==> src/hw/flash_erase_pkg.sv <==
// Shared constants, types and the state record of the erase and write-enable block.
// Assumes a 100 MHz core clock and a mode 0 serial link, most significant bit first.
package flash_erase_pkg;

    // Command opcodes
    localparam logic [7:0] OP_ERASE_4K     = 8'h20;
    localparam logic [7:0] OP_ERASE_32K    = 8'h52;
    localparam logic [7:0] OP_ERASE_64K    = 8'hd8;
    localparam logic [7:0] OP_CHIP_ERASE_A = 8'h60;
    localparam logic [7:0] OP_CHIP_ERASE_B = 8'hc7;
    localparam logic [7:0] OP_WRITE_ENABLE = 8'h06;

    // Address layout and region sizes
    localparam int          ADDR_W        = 24;
    localparam logic [2:0]  ADDR_BYTES    = 3'h3;
    localparam logic [23:0] MASK_4K       = 24'h000fff;
    localparam logic [23:0] MASK_32K      = 24'h007fff;
    localparam logic [23:0] MASK_64K      = 24'h00ffff;
    localparam logic [23:0] ARRAY_LAST    = 24'h0fffff;
    localparam logic [7:0]  ERASED_BYTE   = 8'hff;

    // Reset values of the status bits
    localparam logic        LATCH_RST     = 1'b0;
    localparam logic        ERR_RST       = 1'b0;

    // Self-timed erase figures, microseconds; cycle counts round down
    localparam int CLK_PERIOD_NS          = 10;
    localparam int BLOCK_ERASE_TIME_US    = 50000;
    localparam int CHIP_ERASE_TIME_US     = 4000000;
    localparam int BLOCK_ERASE_CYCLES     = BLOCK_ERASE_TIME_US * (1000 / CLK_PERIOD_NS);
    localparam int CHIP_ERASE_CYCLES      = CHIP_ERASE_TIME_US * (1000 / CLK_PERIOD_NS);

    // Phases of the self-timed cycle
    typedef enum logic [1:0] {
        PH_IDLE,
        PH_ERASE,
        PH_VERIFY
    } phase_t;

    // Whole state of the block
    typedef struct packed {
        logic [1:0]  cs_sync;   // Chip select synchroniser, [1] is safe
        logic [1:0]  sck_sync;  // Serial clock synchroniser
        logic [1:0]  si_sync;   // Serial data synchroniser
        logic        sck_prev;  // Last safe serial clock level
        logic        cs_prev;   // Last safe chip select level
        logic [2:0]  bit_cnt;   // Bits of the current byte
        logic [2:0]  byte_cnt;  // Whole bytes of the frame, saturating
        logic [7:0]  shift;     // Byte being assembled
        logic [7:0]  opcode;    // First byte of the frame
        logic [23:0] addr;      // Address bytes
        phase_t      phase;     // Self-timed phase
        logic [31:0] timer;     // Erase time left
        logic [23:0] cursor;    // Region start, then verify pointer
        logic [23:0] last;      // Last byte of the region
        logic        latch;     // Write enable latch
        logic        err;       // Erase error flag
        logic        start;     // One-cycle erase start pulse
    } state_t;

endpackage : flash_erase_pkg

==> src/hw/flash_erase_ctrl.sv <==
// Erase command decoder, write enable latch and self-timed erase with verify.
// Assumes raw link pins from outside (synchronised here) and a memory array
// plus protection map on the core clock that answer combinationally.
// Protection and verify answers must settle within the cycle that asks.
`timescale 1ns/1ns
`default_nettype none

// How it works
// [RULE_01] Opcodes 20h/52h/D8h erase 4K/32K/64K blocks
// [RULE_02] Block erase needs latch set beforehand
// [RULE_03] Host sends opcode then three address bytes
// [RULE_04] Extra bytes ignored; erase starts at deselect
// [RULE_05] Block erase is internally timed
// [RULE_06] Low address bits ignored per block size
// [RULE_07] Short address or ragged byte aborts erase
// [RULE_08] Protected target: no erase, back to idle
// [RULE_09] Incomplete or protected erase clears latch; a ragged chip erase frame keeps the latch here
// [RULE_10] Busy shown throughout a running erase
// [RULE_11] Latch cleared during successful erase
// [RULE_12] Host should poll busy for completion
// [RULE_13] Verify every byte; failures set error flag
// [RULE_14] Opcodes 60h and C7h both erase chip
// [RULE_15] Chip erase needs latch set beforehand
// [RULE_16] Chip erase takes no address, timed
// [RULE_17] Short opcode or ragged byte: no chip erase
// [RULE_18] Any protected sector refuses chip erase
// [RULE_19] Opcode 06h sets latch at deselect
// [RULE_20] Modifying commands need the latch set
// [RULE_21] Ragged write enable leaves latch alone
// [RULE_22] Bytes shifted in MSB first per clock
module flash_erase_ctrl #(
    parameter int BLOCK_CYCLES = flash_erase_pkg::BLOCK_ERASE_CYCLES, // Block erase length
    parameter int CHIP_CYCLES  = flash_erase_pkg::CHIP_ERASE_CYCLES   // Chip erase length
) (
    input  wire logic        core_clk_i,                 // Core clock, 100 MHz
    input  wire logic        nrst_i,                     // Synchronous reset, active low
    input  wire logic        spi_cs_n_i,                 // Chip select pin, active low
    input  wire logic        spi_sck_i,                  // Serial clock pin
    input  wire logic        spi_si_i,                   // Serial data in pin
    input  wire logic        region_protected_i,         // Query region holds a protected sector
    input  wire logic        any_protected_i,            // Some sector is protected
    input  wire logic [7:0]  verify_data_i,              // Array byte at verify_addr_o
    output logic             busy_o,                     // Erase cycle running
    output logic             write_enable_latch_o,       // Write enable latch
    output logic             erase_program_error_flag_o, // Last erase failed verify
    output logic             erase_start_o,              // One-cycle start to the array
    output logic [23:0]      erase_base_o,               // First byte to erase, then verify pointer
    output logic [23:0]      erase_last_o,               // Last byte to erase
    output logic [23:0]      region_base_o,              // Protection query start
    output logic [23:0]      region_last_o,              // Protection query end
    output logic             verify_rd_o,                // Verify read strobe
    output logic [23:0]      verify_addr_o               // Verify read address
);

    // Refuse erase cycle counts below one
    // The 32-bit timer holds any positive int count
    if (BLOCK_CYCLES < 1 || CHIP_CYCLES < 1)
    begin : g_bad_cycles
        $error("erase cycle counts must be at least one");
    end

    // All state lives in one record, filled combinationally and registered once
    flash_erase_pkg::state_t s;       // Registered state
    flash_erase_pkg::state_t next_s;  // Next state

    logic        sck_rise;      // Safe rising edge of the serial clock
    logic        cs_rise;       // Frame end
    logic        cs_fall;       // Frame start
    logic [7:0]  full_byte;     // Byte completed on this edge
    logic [23:0] low_mask;      // Ignored address bits of the block
    logic        is_block;      // Frame opcode is a block erase
    logic        is_chip;       // Frame opcode is a chip erase
    logic        aligned;       // Frame ended on a byte boundary
    logic        idle;          // No erase running

    // Edge detection works on the second flop of each synchroniser only
    // Each edge flag is one core cycle wide, so a slow serial clock still
    // shifts exactly one bit per rising edge
    assign sck_rise  = s.sck_sync[1] & ~s.sck_prev;
    assign cs_rise   = s.cs_sync[1] & ~s.cs_prev;
    assign cs_fall   = ~s.cs_sync[1] & s.cs_prev;
    assign full_byte = {s.shift[6:0], s.si_sync[1]};                      // see [RULE_22]
    assign aligned   = (s.bit_cnt == 3'h0);
    assign idle      = (s.phase == flash_erase_pkg::PH_IDLE);

    // Opcode classes
    // The opcode byte stands from its last bit until the next frame's first byte
    assign is_block = (s.opcode == flash_erase_pkg::OP_ERASE_4K)
                    | (s.opcode == flash_erase_pkg::OP_ERASE_32K)
                    | (s.opcode == flash_erase_pkg::OP_ERASE_64K);        // see [RULE_01]
    assign is_chip  = (s.opcode == flash_erase_pkg::OP_CHIP_ERASE_A)
                    | (s.opcode == flash_erase_pkg::OP_CHIP_ERASE_B);     // see [RULE_14]

    // Block size picks which low address bits are dropped
    // 4K is the default, so an opcode of no block erase never widens a region
    always_comb
    begin
        case (s.opcode)
            flash_erase_pkg::OP_ERASE_32K: low_mask = flash_erase_pkg::MASK_32K;
            flash_erase_pkg::OP_ERASE_64K: low_mask = flash_erase_pkg::MASK_64K;
            default:                       low_mask = flash_erase_pkg::MASK_4K;
        endcase
    end

    // Region asked of the protection map
    // Both bounds stand from the last address byte until the next frame
    assign region_base_o = s.addr & ~low_mask;                            // see [RULE_06]
    assign region_last_o = s.addr | low_mask;

    // Next-state logic
    // Defaults hold every field; the start pulse drops after one cycle
    always_comb
    begin
        next_s          = s;
        next_s.start    = 1'b0;
        // Pins pass two flops before anything reads them
        next_s.cs_sync  = {s.cs_sync[0], spi_cs_n_i};
        next_s.sck_sync = {s.sck_sync[0], spi_sck_i};
        next_s.si_sync  = {s.si_sync[0], spi_si_i};
        next_s.sck_prev = s.sck_sync[1];
        next_s.cs_prev  = s.cs_sync[1];

        // New frame clears the byte counters
        // A partial byte left from the last frame is dropped here
        if (cs_fall)
        begin
            next_s.bit_cnt  = 3'h0;
            next_s.byte_cnt = 3'h0;
        end
        // Shift one bit per serial clock while selected
        // Data is taken on the same synchronised edge as the clock
        else if (sck_rise && !s.cs_sync[1])
        begin
            next_s.shift   = full_byte;                                   // see [RULE_22]
            next_s.bit_cnt = s.bit_cnt + 3'h1;
            // A whole byte has arrived
            if (s.bit_cnt == 3'h7)
            begin
                if (s.byte_cnt == 3'h0)
                begin
                    next_s.opcode = full_byte;
                end
                else if (s.byte_cnt <= flash_erase_pkg::ADDR_BYTES)
                begin
                    // Address fills from the top byte, A23 to A16 first
                    next_s.addr = {s.addr[15:0], full_byte};              // see [RULE_03]
                end
                // Later bytes are counted no further and dropped
                if (s.byte_cnt <= flash_erase_pkg::ADDR_BYTES)
                begin
                    // Stops at four: the opcode and three address bytes
                    next_s.byte_cnt = s.byte_cnt + 3'h1;                  // see [RULE_04]
                end
            end
        end

        // Commands act only at frame end and only between erases
        // Frames that end while busy are dropped, write enable included,
        // and a frame with no whole byte leaves everything as it was
        if (cs_rise && idle && s.byte_cnt != 3'h0)
        begin
            // Write enable: whole opcode and clean boundary, else no change
            if (s.opcode == flash_erase_pkg::OP_WRITE_ENABLE)
            begin
                // Only a clean byte boundary sets it; otherwise unchanged
                if (aligned)
                begin
                    next_s.latch = 1'b1;                                  // see [RULE_19], [RULE_21]
                end
            end
            // Block erase: latch gate first, then completeness, then protection
            else if (is_block && s.latch)                                 // see [RULE_02], [RULE_20]
            begin
                // Short address or ragged last byte: abort, drop the latch
                if (!aligned || s.byte_cnt <= flash_erase_pkg::ADDR_BYTES)
                begin
                    next_s.latch = 1'b0;                                  // see [RULE_07], [RULE_09]
                end
                // Region holds a protected sector: refuse, drop the latch
                else if (region_protected_i)
                begin
                    next_s.latch = 1'b0;                                  // see [RULE_08], [RULE_09]
                end
                else
                begin
                    // Start the timed block erase
                    next_s.phase  = flash_erase_pkg::PH_ERASE;            // see [RULE_04]
                    next_s.timer  = 32'(BLOCK_CYCLES);                    // see [RULE_05]
                    next_s.cursor = region_base_o;                        // see [RULE_06]
                    next_s.last   = region_last_o;
                    next_s.start  = 1'b1;
                    // Error flag starts clean with every cycle
                    next_s.err    = 1'b0;
                end
            end
            // Chip erase: needs only the opcode
            else if (is_chip && s.latch)                                  // see [RULE_15], [RULE_20]
            begin
                // Ragged frame: nothing happens and the latch is kept
                if (!aligned)
                begin
                    next_s.latch = s.latch;                               // see [RULE_17]
                end
                // Any protected sector refuses the whole array
                else if (any_protected_i)
                begin
                    next_s.latch = 1'b0;                                  // see [RULE_18]
                end
                else
                begin
                    // Start the timed whole-array erase
                    next_s.phase  = flash_erase_pkg::PH_ERASE;            // see [RULE_16]
                    next_s.timer  = 32'(CHIP_CYCLES);
                    next_s.cursor = '0;
                    next_s.last   = flash_erase_pkg::ARRAY_LAST;
                    next_s.start  = 1'b1;
                    // Same clean error flag as a block erase
                    next_s.err    = 1'b0;
                end
            end
        end

        // Self-timed cycle, runs with no serial clock
        // Erase phase counts the timer down, verify phase walks the region
        case (s.phase)
            flash_erase_pkg::PH_IDLE:
            begin
                // Nothing runs; a start taken above has loaded the timer
                // and this branch must leave that value alone
            end
            flash_erase_pkg::PH_ERASE:
            begin
                // Latch drops once the erase is under way
                next_s.latch = 1'b0;                                      // see [RULE_11]
                // The last count moves on to verify
                if (s.timer <= 32'h1)
                begin
                    next_s.phase = flash_erase_pkg::PH_VERIFY;            // see [RULE_05]
                    next_s.timer = '0;
                end
                else
                begin
                    next_s.timer = s.timer - 32'h1;
                end
            end
            flash_erase_pkg::PH_VERIFY:
            begin
                // Each byte must read back erased
                if (verify_data_i != flash_erase_pkg::ERASED_BYTE)
                begin
                    // A miss stays set until the next start
                    next_s.err = 1'b1;                                    // see [RULE_13]
                end
                if (s.cursor == s.last)
                begin
                    next_s.phase = flash_erase_pkg::PH_IDLE;
                end
                else
                begin
                    next_s.cursor = s.cursor + 24'h1;
                end
            end
            default:
            begin
                next_s.phase = flash_erase_pkg::PH_IDLE;
            end
        endcase
    end

    // State register with synchronous reset
    always_ff @(posedge core_clk_i)
    begin
        if (!nrst_i)
        begin
            // Only constants load here
            s          <= '0;
            // Deselected start, so no false frame follows reset
            s.cs_sync  <= 2'h3;
            s.cs_prev  <= 1'b1;
            s.phase    <= flash_erase_pkg::PH_IDLE;
            s.latch    <= flash_erase_pkg::LATCH_RST;
            s.err      <= flash_erase_pkg::ERR_RST;
        end
        else
        begin
            s <= next_s;
        end
    end

    // Outputs straight from state
    // Busy covers both the erase and the verify phase
    assign busy_o                     = ~idle;                            // see [RULE_10]
    assign write_enable_latch_o       = s.latch;                          // see [RULE_20]
    assign erase_program_error_flag_o = s.err;
    assign erase_start_o              = s.start;
    assign erase_base_o               = s.cursor;
    assign erase_last_o               = s.last;
    // Verify reads walk the region one byte per cycle
    assign verify_rd_o                = (s.phase == flash_erase_pkg::PH_VERIFY);
    assign verify_addr_o              = s.cursor;

endmodule : flash_erase_ctrl

`default_nettype wire

==> config.mk <==
export PLATFORM = sky130hd
export DESIGN_NAME = flash_erase_ctrl
export DESIGN_NICKNAME = d
export VERILOG_FILES = /design/src/hw/flash_erase_pkg.sv /design/src/hw/flash_erase_ctrl.sv
export SDC_FILE = /design/constraint.sdc
export NUM_CORES = 1
export LEC_CHECK = 0
export BUFFER_PORTS_ARGS = -buffer_cell sky130_fd_sc_hd__buf_2
export CORE_MARGIN = 8
export CORE_UTILIZATION = 51
export CTS_BUF_LIST = sky130_fd_sc_hd__clkbuf_4
export CTS_CLUSTER_DIAMETER = 150
export DETAILED_ROUTE_END_ITERATION = 10
export GPL_TIMING_DRIVEN = 0
export PLACE_DENSITY = 0.77
export SYNTH_ARGS = -nofsm -noshare
export SYNTH_HDL_FRONTEND = slang
export SYNTH_SLANG_ARGS = --single-unit
==> constraint.sdc <==
create_clock -name core_clk_i -period 2.58 [get_ports core_clk_i]
set_input_delay 0.129 -clock core_clk_i [delete_from_list [all_inputs] [get_ports core_clk_i]]
set_output_delay 0.129 -clock core_clk_i [all_outputs]
set_load 0.03 [all_outputs]
## After elaboration in Yosys (flattened, before gate mapping)

Index checks and enable logic that the tools add are counted.

| storage, ports and cells | value |
|---|---|
| register bits after elaboration | 138 |
| bits of input ports | 15 |
| output and inout bits | 125 |
| logic and storage cells | 120 |

| operators by class | value |
|---|---|
| $add $sub $neg | 4 |
| magnitude comparators | 2 |
| eq/ne operators | 21 |
| mux-type cells | 29 |
| bitwise operators | 18 |
| reduce and logical (&&, ||, !) cells | 29 |

Operators with widths:

| operator | number |
|---|---|
| 82-bit 2-to-1 mux | 5 |
| 85-bit 2-to-1 mux | 3 |
| 32-bit 2-to-1 mux | 2 |
| 24-bit 2-to-1 mux | 2 |
| 32-bit by 1-bit <= comparator with 1-bit output (second input constant) | 1 |
| 16-bit one-hot mux with 2 select lines | 1 |
| 32-bit by 1-bit subtractor with 32-bit output (second input constant) | 1 |
| 24-bit by 1-bit adder with 24-bit output (second input constant) | 1 |
| 24-bit AND | 1 |
| 24-bit equality test | 1 |
| 24-bit NOT | 1 |
| 24-bit OR | 1 |
| 8-bit by 7-bit equality test with 1-bit output (second input constant) | 2 |
| 8-bit equality test (second input constant) | 2 |
| 3-bit nonzero test | 5 |
| 2-bit 2-to-1 mux | 7 |
| 7-bit AND reduction | 2 |
| 1-bit NOT | 9 |
| 8-bit by 3-bit equality test with 1-bit output (second input constant) | 1 |
| 8-bit by 6-bit equality test with 1-bit output (second input constant) | 1 |
| 1-bit 2-to-1 mux | 8 |
| 8-bit != test (second input constant) | 1 |
| 3-bit by 1-bit adder with 3-bit output (second input constant) | 2 |
| 3-bit zero test | 2 |
| 25 further kinds | 41 |

## Longest topological paths before layout

Gate-level depths: netlist (run 1).

| depth | value |
|---|---|
| word-level depth | 11 |
| gate-level depth with buffers | 10 |

## Least setup slack after synthesis (run 1)

Ideal clock, no wire load.

| path | value |
|---|---|
| path type | register to register |
| from | register s[115] in the netlist's numbering |
| to | register s[73] in the netlist's numbering |
| setup time | 0.132 ns |
| arrival | 2.283 ns |
| setup slack | 0.165 ns |
| stages on the path, launching flop included | 10 |
| buffers on the path | 3 |
| period minus slack after synthesis | 2.415 ns |
| cells stage by stage | dfxtp_1 > buf_6 > or4_4 > or4_4 > o2111a_1 > buf_6 > or2_1 > buf_6 > a211oi_1 > nor3_1 |

| between the ends | value |
|---|---|
| cells in the longest elaborated chain, start to end | 8 |
| elaborated cells between the ends (all ways) | 22 |

RTL lines:

| what | line | text |
|---|---|---|
| start: declaration | flash_erase_ctrl.sv:63 | `flash_erase_pkg::state_t s;` |
| start signal: assignment | flash_erase_ctrl.sv:286 | `s <= next_s;` |
| 8-bit by 6-bit equality test with 1-bit output or 8-bit by 7-bit equality test with 1-bit output (tied branches) | flash_erase_ctrl.sv:88, flash_erase_ctrl.sv:89 |  |
| 1-bit OR | flash_erase_ctrl.sv:89 | `\| (s.opcode == flash_erase_pkg::OP_ERASE_32K)` |
| 1-bit OR | flash_erase_ctrl.sv:90 | `\| (s.opcode == flash_erase_pkg::OP_ERASE_64K);` |
| 1-bit logical AND | flash_erase_ctrl.sv:172 | `else if (is_block && s.latch)` |
| 85-bit 2-to-1 mux | flash_erase_ctrl.sv:172 |  |
| 82-bit 2-to-1 mux | flash_erase_ctrl.sv:163 | `if (s.opcode == flash_erase_pkg::OP_WRITE_ENABLE)` |
| 85-bit 2-to-1 mux | flash_erase_ctrl.sv:160 | `if (cs_rise && idle && s.byte_cnt != 3'h0)` |
| 32-bit 2-to-1 mux | flash_erase_ctrl.sv:225 | `case (s.phase)` |

Several ways; a longest one is shown, not always the timed one. The select of a mux whose other input is x is not followed.
A chain may end at the register's enable or synchronous reset.

## Worst setup path in the final report (run 1)

| path | value |
|---|---|
| from | register s[115] in the netlist's numbering |
| to | register s (netlist bit erase_base_o[2]) |

| between the ends | value |
|---|---|
| cells in the longest elaborated chain, start to end | 9 |
| elaborated cells between the ends (all ways) | 17 |

RTL lines:

| what | line | text |
|---|---|---|
| 8-bit by 7-bit equality test with 1-bit output, or another cell as far along | flash_erase_ctrl.sv:91 | `assign is_chip = (s.opcode == flash_erase_pkg::OP_CHIP_ERASE_A)` |
| 1-bit OR (on tied branches) | flash_erase_ctrl.sv:92, flash_erase_ctrl.sv:89 |  |
| 1-bit logical AND or 1-bit OR (tied branches) | flash_erase_ctrl.sv:197, flash_erase_ctrl.sv:90 |  |
| 85-bit 2-to-1 mux or 1-bit logical AND (tied branches) | flash_erase_ctrl.sv:197, flash_erase_ctrl.sv:172 |  |
| 85-bit 2-to-1 mux | flash_erase_ctrl.sv:172 |  |
| 82-bit 2-to-1 mux * | flash_erase_ctrl.sv:163 |  |
| 85-bit 2-to-1 mux * | flash_erase_ctrl.sv:160 |  |
| 24-bit 2-to-1 mux | flash_erase_ctrl.sv:254 | `if (s.cursor == s.last)` |
| 24-bit 2-to-1 mux * | flash_erase_ctrl.sv:225 |  |

Every way passes the cells marked *; elsewhere a longest branch is shown, timed or not. The select of a mux whose other input is x is not followed.

==> results of run 1 <==
-- area by class of cell --
cell class / count / area (sq um) / area share (%)
Multi-Input combinational cell: 637 / 3830 / 43.6
Tap cell: 180 / 225 / 2.56
Clock inverter: 14 / 113 / 1.28
Buffer: 156 / 1090 / 12.4
Sequential cell: 127 / 2550 / 29.0
Clock buffer: 18 / 135 / 1.54
Timing Repair Buffer: 141 / 791 / 8.99
Inverter: 16 / 60.1 / 0.683
-- power groups by stage --
stage / Combinational (W) / Clock (W) / Sequential [W]
2_1_floorplan: 0.000114 / 0 / 0.00201
3_3_place_gp: 0.000153 / 0 / 0.00201
3_5_place_dp: 0.000154 / 0 / 0.00201
4_1_cts: 0.000163 / 0.00125 / 0.00197
5_1_grt: 0.000181 / 0.00134 / 0.00197
6_report: 0.000171 / 0.00124 / 0.00197
-- cells by family (layout without fill, tap and decap cells) --
group                    count (synthesis)  count (layout)  share of synthesized area, %
AND/OR/NAND/NOR                        386             386                          27.4
AO/OA/AOI/OAI                          185             185                          16.1
buffers and inverters                  173             345                          15.3
flip-flops                             127             127                          35.2
XOR/XNOR                                20              20                          2.43
multiplexers                            13              13                          1.82
adder cells (fa/ha/maj)                  9               9                          1.56
other                                    2              24                         0.104
-- timing repair --
item	in CTS	in global routing
setup buffers	9	9
endpoints found under the setup margin	54	62
gates cloned	0	0
hold endpoints to repair	6	0
pin swaps	5	4
hold buffers	8	0
resized for setup	31	30
-- layer usage --
layer  share of wire, %  vias up  GRT usage [%]
li1                   -     3483              -
met1                 40     3433           29.8
met2                 47      390           36.7
met3                 10       63           5.39
met4                2.7        0           9.93
met5                  0        -              0
-- cell usage in the layout, fill, tap and decap left out, types with 12 or more instances in the layout --
cell type,Yosys,routed
nand4_1,13,13
clkbuf_4,0,22
buf_2,8,116
nand3_1,31,30
and2_1,16,16
nor4_1,27,21
dfxtp_1,127,120
nor2_1,60,58
o21ai_0,36,35
conb_1,2,24
inv_1,15,15
mux2i_1,12,12
xor2_1,14,14
nand2_1,122,119
nand2b_1,12,12
a21oi_1,70,69
nor3_1,42,40
clkbuf_1,32,27
buf_4,112,133
-- worst max-delay path: cells and delay by family, from the launching register on --
kind,cells,cell delay (ns)
compound gates,3,0.51
buf+inv,3,0.45
flops,1,0.32
simple gates,3,1.20
-- flip-flops by register name, summed over array words and instances (netlist names) --
name	cells
erase_last_o	13
full_byte	8
erase_program_error_flag_o	1
write_enable_latch_o	1
s	74
erase_base_o	24
erase_start_o	1
next_s	5
-- per-stage QoR --
| step | worst slack [ns] | power [W] | std cells |
|---|---|---|---|
| global placement | -0.289 | 0.00217 | 1232 |
| finish | 0.0161 | 0.00338 | 1289 |
| CTS | 0.00361 | 0.00338 | 1281 |
| floorplan | 0.165 | 0.00213 | 937 |
| global route | -0.0429 | 0.00349 | 1289 |
| detailed placement | -0.290 | 0.00217 | 1232 |
-- worst min path at each step --
stage / from / to / slack, ns / cells past startpoint
2_1_floorplan: spi_cs_n_i / next_s[138]$_SDFF_PN1_ / 0.23 / 1
3_3_place_gp: spi_cs_n_i / next_s[138]$_SDFF_PN1_ / 0.31 / 2
3_5_place_dp: spi_cs_n_i / next_s[138]$_SDFF_PN1_ / 0.31 / 2
4_1_cts: region_protected_i / erase_last_o[19]$_SDFFE_PN0P_ / 0.01 / 6
5_1_grt: region_protected_i / erase_last_o[19]$_SDFFE_PN0P_ / 0.08 / 6
6_report: region_protected_i / erase_last_o[19]$_SDFFE_PN0P_ / 0.05 / 6
==> qor.csv, run 1 <==
stage,metric,value,unit
status,status,"complete, no violations",
timing,Setup Skew,0.0258,ns
setup_path,CP Launch Type,flip-flop,
die,area of the core,13900,sq um
grt,first-pass GRT wire length,34500,um
clock_tree,H-tree levels,4,
timing,Tcrit/Tclk final,99.4,%
yosys,"Seq/Total Area, Yosys",35.2,%
timing,hold slack,0.0497,ns
die,Die Y,135,um
grt,largest net degree at the start of global routing,17,
grt,antenna violations before repair,0,
setup_path,r2r startpoint,s[115]$_SDFFE_PN0P_,
hold_path,Hold WC Path Type,input port to flip-flop,
die,Site Rows,43,
yosys,"top cells by area, synth","dfxtp_1 35%, buf_4 12%, nand2_1 6.3%, a21oi_1 4.9%, nor2_1 3.1%",
setup_path,Slowest cell on crit path,or4_4,
detailed_routing,drt pass-1 iters,5,
die,IO Pins,140,
finish,fin util,63.3,%
setup_path,CP Capture Type,flip-flop,
clock_tree,clk root buf,clkbuf_4,
finish,ANT cells,0,
timing,# setup viols final,0,
detailed_routing,vias,7369,
yosys,ys async rst share,0,%
yosys,cell accounting for the most synthesized area,dfxtp_1,
timing,Sum Neg Setup Slack,0,ns
setup_path,CP cell instances,"buf_6, or4_4, or4_4, o2111a_2, buf_8, or2_1, buf_6, a211o_1, o31ai_1",
setup_path,worst setup path endpoint,erase_base_o[2]$_SDFF_PN0_,
grt,gr usage total,23.3,%
detailed_routing,drt first-iter violations,822,
run,Max-Cap Viols,0,
power,Internal Dissipation,0.00242,W
clock_tree,CTS tree,yes,
setup_path,worst-path fanout max,10,
yosys,Synth top cells by count,"127 x dfxtp_1, 122 x nand2_1, 112 x buf_4",
yosys,Yosys cell types,71,
placed_design,hpwl dp,15500,um
setup_path,Worst setup startpoint,s[115]$_SDFFE_PN0P_,
die,Initial Utilization,52.0,%
setup_path,R2R Setup Slk,0.02,ns
yosys,yosys warns,0,
placed_design,Area after DPL,8100,sq um
timing,final count of hold timing violations,0,
yosys,Post-synth EDFFs,0,
setup_path,Critical R2R Capture,erase_base_o[2]$_SDFF_PN0_,
finish,Finished Cell Area,8790,sq um
grt,vias in the first global route,6784,
clock_tree,Worst-Skew Late Latency,0.57,ns
timing,Max-slew headroom,48.1,%
detailed_routing,DRC viols,0,
placed_design,PortBufs,115,
timing,Final Max Tran Viols,0,
detailed_routing,drt wl/cell,16.9,um
power,maximum VDD drop,0.000369,V
yosys,Synth top area share,35.2,%
yosys,Mean Syn Cell Area,7.89,sq um
finish,fill count,1248,
power,Logic pwr share,5.1,%
power,Sw Share,28.2,%
timing,Slew @ Worst Pin,0.778,ns
setup_path,worst r2r path cells,9,
yosys,synthesized netlist cell count,915,
power,Switch Pwr,0.000954,W
finish,share of layout cells above drive strength 1,30.5,%
setup_path,CP Class,flip-flop to flip-flop,
detailed_routing,Routed WL,21800,um
setup_path,Worst Path Arrival,3.04,ns
clock_tree,Max Root-Sink Buffers,2,
yosys,Post-Syn Area,7220,sq um
clock_tree,Sink Count,127,
yosys,Seq cells post-synth,127,
clock_tree,clock slew at reported path FFs,0.13,ns
timing,min cycle time layout,2.56,ns
grt,grt ovf,0,
detailed_routing,Antenna Nets Post-Route,0,
timing,RSZ-0062 raised after global routing,true,
die,die width,135,um
die,die area,18200,sq um
setup_path,WP data required,3.06,ns
finish,Area growth syn-to-layout,21.8,%
power,pwr dens,384,nW/um^2
clock_tree,CTS Buf Count,17,
power,Leakage Power,3.98,nW
power,part of the power in registers,58.3,%
detailed_routing,Via density,5.72,
setup_path,max incr delay on CP,0.51,ns
timing,FMAX,0.390,GHz
yosys,"count leader, synth",dfxtp_1,
finish,net total in the final layout,1120,
yosys,dominant synthesized flop cell,dfxtp_1,
placed_design,RePlAce Congestion,0.920,
power,Clock power frac,36.6,%
(Power assumes the default switching activity.)
==> inputs of run 2 (changes only) <==
--- a/config.mk
+++ b/config.mk
@@ -6,13 +6,12 @@
 export NUM_CORES = 1
 export LEC_CHECK = 0
 export BUFFER_PORTS_ARGS = -buffer_cell sky130_fd_sc_hd__buf_2
-export CORE_MARGIN = 8
-export CORE_UTILIZATION = 51
+export CORE_UTILIZATION = 52
 export CTS_BUF_LIST = sky130_fd_sc_hd__clkbuf_4
 export CTS_CLUSTER_DIAMETER = 150
 export DETAILED_ROUTE_END_ITERATION = 10
 export GPL_TIMING_DRIVEN = 0
-export PLACE_DENSITY = 0.77
+export PLACE_DENSITY = 0.79
 export SYNTH_ARGS = -nofsm -noshare
 export SYNTH_HDL_FRONTEND = slang
 export SYNTH_SLANG_ARGS = --single-unit
==> run 2 against run 1 <==
Effect of this change:
- total power is 7.3% higher
- worst hold slack worse by 0.022 ns
- sequential power hardly changed
- combinational power hardly changed
- register-to-register slack better by 0.04 ns
- via count is 1.2% lower
- core utilization is 2.5 points higher
- largest power group unchanged
==> qor.csv, run 2 (synthesis results as in run 1) <==
stage,metric,value,unit
run,Max-Cap Viols,0,
detailed_routing,Antenna Nets Post-Route,0,
die,Die Y,120,um
timing,RSZ-0062 raised after global routing,true,
timing,Tcrit/Tclk final,97.9,%
clock_tree,Worst-Skew Late Latency,0.58,ns
setup_path,CP Launch Type,flip-flop,
die,die area,14400,sq um
setup_path,CP Class,flip-flop to flip-flop,
clock_tree,Sink Count,127,
finish,Layout Cells excl Fill,1286,
timing,hold slack,0.0281,ns
detailed_routing,drt pass-1 iters,7,
die,Site Rows,42,
finish,fill count,1166,
grt,gr usage total,28.2,%
placed_design,post-placement cell count,1228,
detailed_routing,drt wl/cell,16.0,um
detailed_routing,DRC viols,0,
setup_path,Worst Path Arrival,2.97,ns
finish,Multi-input gate area,3820,sq um
detailed_routing,Routed WL,20600,um
timing,FMAX,0.396,GHz
finish,Area growth syn-to-layout,22.2,%
timing,Slew @ Worst Pin,0.828,ns
setup_path,worst-path fanout max,6,
detailed_routing,vias,7277,
placed_design,hpwl dp,14300,um
placed_design,RePlAce Congestion,0.908,
power,Internal Dissipation,0.00263,W
grt,largest net degree at the start of global routing,17,
power,Logic pwr share,4.7,%
detailed_routing,Via density,5.66,
clock_tree,clk root buf,clkbuf_4,
timing,Final Max Tran Viols,0,
die,area of the core,13400,sq um
clock_tree,Max Root-Sink Buffers,2,
die,IO Pins,140,
grt,vias in the first global route,6339,
power,pwr dens,410,nW/um^2
timing,final count of hold timing violations,0,
setup_path,WP data required,3.02,ns
finish,Top reg by flops,s,
finish,most frequent cells in the layout,"134 x buf_4, 122 x dfxtp_1, 120 x buf_2",
die,Initial Utilization,53.9,%
placed_design,PortBufs,115,
power,Clock power frac,41.0,%
grt,antenna violations before repair,0,
clock_tree,clock slew at reported path FFs,0.14,ns
detailed_routing,drt first-iter violations,738,
timing,Setup Skew,0.0244,ns
grt,first-pass GRT wire length,31800,um
power,part of the power in registers,54.3,%
clock_tree,H-tree levels,4,
power,maximum VDD drop,0.000451,V
clock_tree,CTS Buf Count,17,
finish,share of layout cells above drive strength 1,30.2,%
finish,net total in the final layout,1121,
die,die width,120,um
power,Leakage Power,4.03,nW
timing,Max-slew headroom,44.8,%
hold_path,Hold WC Path Type,input port to flip-flop,
timing,min cycle time layout,2.53,ns
finish,max reg flops,74,
finish,"most common cell after layout, fill and taps aside",buf_4,
setup_path,CP Capture Type,flip-flop,
clock_tree,CTS tree,yes,
status,status,"complete, no violations",
finish,ANT cells,0,
finish,sequential cell area,2550,sq um
timing,# setup viols final,0,
power,Sw Share,27.4,%
grt,grt ovf,0,
power,Switch Pwr,0.000994,W
## run 2: changes by cell type in the layout (fill, tap and decap cells not counted), moves of 3 or more
cell      change
buf_2         +4
clkbuf_4      -3
clkinv_4      -4
inv_6         +4
## run 2: through the flow
stage | worst slack [ns] | util (%) | area [sq um] | power (W) | TNS, ns
after floorplan | 0.165 | - | 7300 | 0.00213 | 0
after global placement | -0.270 | 60.4 | 8100 | 0.00217 | -6.35
after detailed placement | -0.301 | 60.4 | 8100 | 0.00217 | -7.34
after CTS | 0.00355 | 64.5 | 8640 | 0.00363 | 0
after global routing | -0.0377 | 65.9 | 8830 | 0.00373 | -0.0459
final | 0.0530 | 65.9 | 8830 | 0.00362 | 0
## run 2: timing repair
action                                  in CTS  in global routing
endpoints found under the setup margin      63                 70
buffers inserted                             8                 11
gates resized for setup                     27                 32
gates cloned                                 0                  1
hold buffers                                 8                  0
endpoints found under the hold margin        6                  0
pin swaps                                    4                  7
## run 2: layout make-up
type	count	share of cell area (%)
multi-input cells	637	43.3
flip-flops and latches	127	28.9
plain buffers	155	12.2
repair buffers	143	9.10
well taps	176	2.50
clock inverters	15	1.97
clock buffers	17	1.45
inverters	16	0.680
## run 2: per-layer routing
layer / vias up / share of wire, % / GRT usage [%]
met4: 0 / 2.7 / 12.2
li1: 3492 / - / -
met5: - / 0 / 0
met1: 3291 / 41 / 36.5
met3: 63 / 11 / 6.32
met2: 431 / 46 / 44.9
## run 2: path summary, 6_finish.rpt
check / startpoint / to / slack (ns) / cells past startpoint
worst max-delay path: s[112]$_SDFFE_PN0P_ / erase_last_o[15]$_SDFFE_PN0P_ / 0.05 / 9
worst min-delay path: region_protected_i / erase_last_o[19]$_SDFFE_PN0P_ / 0.03 / 6
worst max register to register: s[112]$_SDFFE_PN0P_ / erase_last_o[15]$_SDFFE_PN0P_ / 0.05 / 9
worst min register to register: next_s[138]$_SDFF_PN1_ / next_s[131]$_SDFF_PN1_ / 0.43 / 1
## run 2: power by group through the flow
stage | Clock [W] | Combinational (W) | Sequential [W]
finish | 0.00148 | 0.000170 | 0.00197
CTS | 0.00150 | 0.000163 | 0.00197
floorplan | 0 | 0.000114 | 0.00201
global route | 0.00158 | 0.000178 | 0.00197
detailed placement | 0 | 0.000155 | 0.00201
global placement | 0 | 0.000154 | 0.00201
## run 2: critical path: stages, from the launching register on
cell and delay, ns:
dfxtp_2 0.36, or4_4 0.56, or4_4 0.45, o2111a_2 0.20
buf_8 0.14, or2_4 0.27, buf_8 0.15, buf_4 0.14
nor2_1 0.08, nor3_1 0.05
==> inputs of run 3 (changes only) <==
==> config.mk (replaced) <==
export PLATFORM = sky130hd
export DESIGN_NAME = flash_erase_ctrl
export DESIGN_NICKNAME = d
export VERILOG_FILES = /design/src/hw/flash_erase_pkg.sv /design/src/hw/flash_erase_ctrl.sv
export SDC_FILE = /design/constraint.sdc
export NUM_CORES = 1
export LEC_CHECK = 0
export CORE_UTILIZATION = 30
export CTS_BUF_LIST = sky130_fd_sc_hd__clkbuf_4
export CTS_CLUSTER_DIAMETER = 150
export DETAILED_ROUTE_END_ITERATION = 10
export DONT_BUFFER_PORTS = 1
export GPL_TIMING_DRIVEN = 0
export SYNTH_ARGS = -nofsm -noshare
export SYNTH_HDL_FRONTEND = slang
export SYNTH_SLANG_ARGS = --single-unit
==> run 3 against run 2 <==
Effect of this change:
- the flow now finishes with violations (negative setup slack)
- first-iteration DRC count is 33% lower
- clock power is 8% lower
- cell area is 3.4% lower
- total power is 3.6% lower
- via count is 5.6% lower
- sequential share of layout area is 1.1 points higher
- critical path depth is 1 lower
- combinational power is 5% lower
==> qor.csv, run 3 (synthesis results as in run 1) <==
stage,metric,value,unit
status,status,"complete, but fails checks",
status,failing checks,negative setup slack,
finish,Area growth syn-to-layout,18.1,%
placed_design,PortBufs,0,
timing,RSZ-0062 raised after global routing,true,
grt,vias in the first global route,5939,
clock_tree,Worst-Skew Late Latency,0.58,ns
grt,largest net degree at the start of global routing,17,
setup_path,Slowest cell on crit path,or4_4,
timing,Tcrit/Tclk final,101,%
detailed_routing,Via density,5.19,
die,IO Pins,140,
power,"Power, Total",0.00349,W
placed_design,RePlAce Congestion,0.867,
timing,min cycle time layout,2.60,ns
clock_tree,clk root buf,clkbuf_4,
clock_tree,Max Root-Sink Buffers,2,
placed_design,hpwl dp,15600,um
setup_path,worst-path fanout max,6,
setup_path,CP Class,flip-flop to flip-flop,
finish,net total in the final layout,1015,
finish,share of layout cells above drive strength 1,23.3,%
timing,hold slack,0.0555,ns
finish,fill count,2494,
detailed_routing,drt pass-1 iters,5,
setup_path,CP Launch Type,flip-flop,
clock_tree,Sink Count,127,
detailed_routing,Antenna Nets Post-Route,0,
finish,ANT cells,0,
setup_path,crit-path most repeated cell,or4_4,
timing,worst setup margin,-0.0222,ns
grt,first-pass GRT wire length,33300,um
setup_path,WP data required,3.05,ns
power,maximum VDD drop,0.000211,V
finish,most frequent cells in the layout,"141 x buf_4, 121 x dfxtp_1, 118 x nand2_1",
setup_path,R2R Setup Slk,-0.02,ns
timing,Sum Neg Setup Slack,-0.0222,ns
clock_tree,clock slew at reported path FFs,0.14,ns
setup_path,Worst Path Arrival,3.08,ns
timing,Slew @ Worst Pin,0.825,ns
die,Die Y,157,um
clock_tree,CTS tree,yes,
setup_path,r2r startpoint,s[115]$_SDFFE_PN0P_,
timing,Setup Skew,0.0253,ns
clock_tree,CTS Buf Count,17,
power,pwr dens,410,nW/um^2
placed_design,post-placement cell count,1256,
setup_path,max incr delay on CP,0.54,ns
finish,max reg flops,74,
detailed_routing,DRC viols,0,
die,die width,157,um
hold_path,Hold WC Path Type,input port to flip-flop,
timing,# setup viols final,1,
die,Site Rows,56,
hold_path,Hold Crit Endpoint,s[131]$_SDFF_PN1_,
finish,Top reg by flops,s,
die,area of the core,23500,sq um
timing,Final Max Tran Viols,0,
power,Leakage Power,3.44,nW
detailed_routing,drt wl/cell,16.8,um
die,die area,24700,sq um
finish,"most common cell after layout, fill and taps aside",buf_4,
setup_path,worst r2r path cells,8,
detailed_routing,Routed WL,22200,um
timing,Max-slew headroom,45.0,%
hold_path,Hold Path Depth,2,
detailed_routing,vias,6867,
grt,gr usage total,17.6,%
setup_path,Critical R2R Capture,erase_base_o[2]$_SDFF_PN0_,
detailed_routing,drt first-iter violations,496,
die,Initial Utilization,30.7,%
hold_path,worst hold start,nrst_i,
run,Max-Cap Viols,0,
timing,FMAX,0.384,GHz
timing,final count of hold timing violations,0,
clock_tree,H-tree levels,4,
finish,Layout Cells excl Fill,1323,
setup_path,CP Capture Type,flip-flop,
grt,antenna violations before repair,0,
finish,fin util,36.2,%
grt,grt ovf,0,
setup_path,CP cell instances,"or4_4, or4_4, o2111a_2, buf_8, or2_4, buf_6, a211o_1, o31ai_1",
==> run 3: through the flow <==
| step | setup slack, ns | area [sq um] |
|---|---|---|
| floorplan | 0.165 | 7300 |
| global placement | -0.379 | 7700 |
| detailed placement | -0.374 | 7700 |
| CTS | 0.000686 | 8280 |
| global route | -0.0824 | 8530 |
| finish | -0.0222 | 8530 |
==> run 3: timing repair <==
item	in CTS	in global routing
hold endpoints to repair	17	0
endpoints found under the setup margin	71	66
gates resized for setup	35	38
buffers inserted	12	14
hold buffers	10	0
pin swaps	7	10
gates cloned	0	1
==> run 3: layout make-up <==
cell class | instances | area (sq um) | area share (%)
multi-input combinational | 637 | 3860 | 45.3
sequential | 127 | 2550 | 29.9
buffer | 155 | 1080 | 12.7
tap | 319 | 399 | 4.68
timing repair buffer | 37 | 298 | 3.49
clock inverter | 15 | 143 | 1.67
clock buffer | 17 | 128 | 1.50
inverter | 16 | 60.1 | 0.704
==> run 3: per-layer routing <==
| layer | track usage (%) | vias up | share of wire, % |
|---|---|---|---|
| met2 | 27.9 | 263 | 45 |
| met3 | 4.82 | 31 | 8.5 |
| met1 | 23.3 | 3288 | 45 |
| li1 | - | 3285 | - |
| met5 | 0 | - | 0 |
| met4 | 5.09 | 0 | 1.5 |
==> run 3: worst max-delay path, delay by kind of cell, from the launching register on <==
family	cells	cell delay [ns]
compound gates	3	0.52
flops	1	0.39
simple gates	3	1.30
buf+inv	2	0.29
==> run 3: power by group <==
group	total, W	leakage [nW]	switching (W)	internal (W)
logic	0.000162	2.26	0.000115	0.0000474
registers	0.00197	1.03	0.00000329	0.00197
clock network	0.00136	0.145	0.000932	0.000430
==> run 3: how the worst max path moves through the flow <==
| stage | cells after the start | slack, ns | from | endpoint |
|---|---|---|---|---|
| floorplan | 9 | 0.16 | s[115]$_SDFFE_PN0P_ | s[73]$_SDFFE_PN0P_ |
| global placement | 9 | -0.38 | erase_base_o[8]$_SDFF_PN0_ | erase_base_o[15]$_SDFF_PN0_ |
| detailed placement | 9 | -0.37 | erase_base_o[8]$_SDFF_PN0_ | erase_base_o[10]$_SDFF_PN0_ |
| CTS | 8 | 0.0007 | s[67]$_SDFFE_PN0P_ | s[70]$_SDFFE_PN0P_ |
| global route | 8 | -0.08 | s[115]$_SDFFE_PN0P_ | erase_base_o[2]$_SDFF_PN0_ |
| finish | 8 | -0.02 | s[115]$_SDFFE_PN0P_ | erase_base_o[2]$_SDFF_PN0_ |
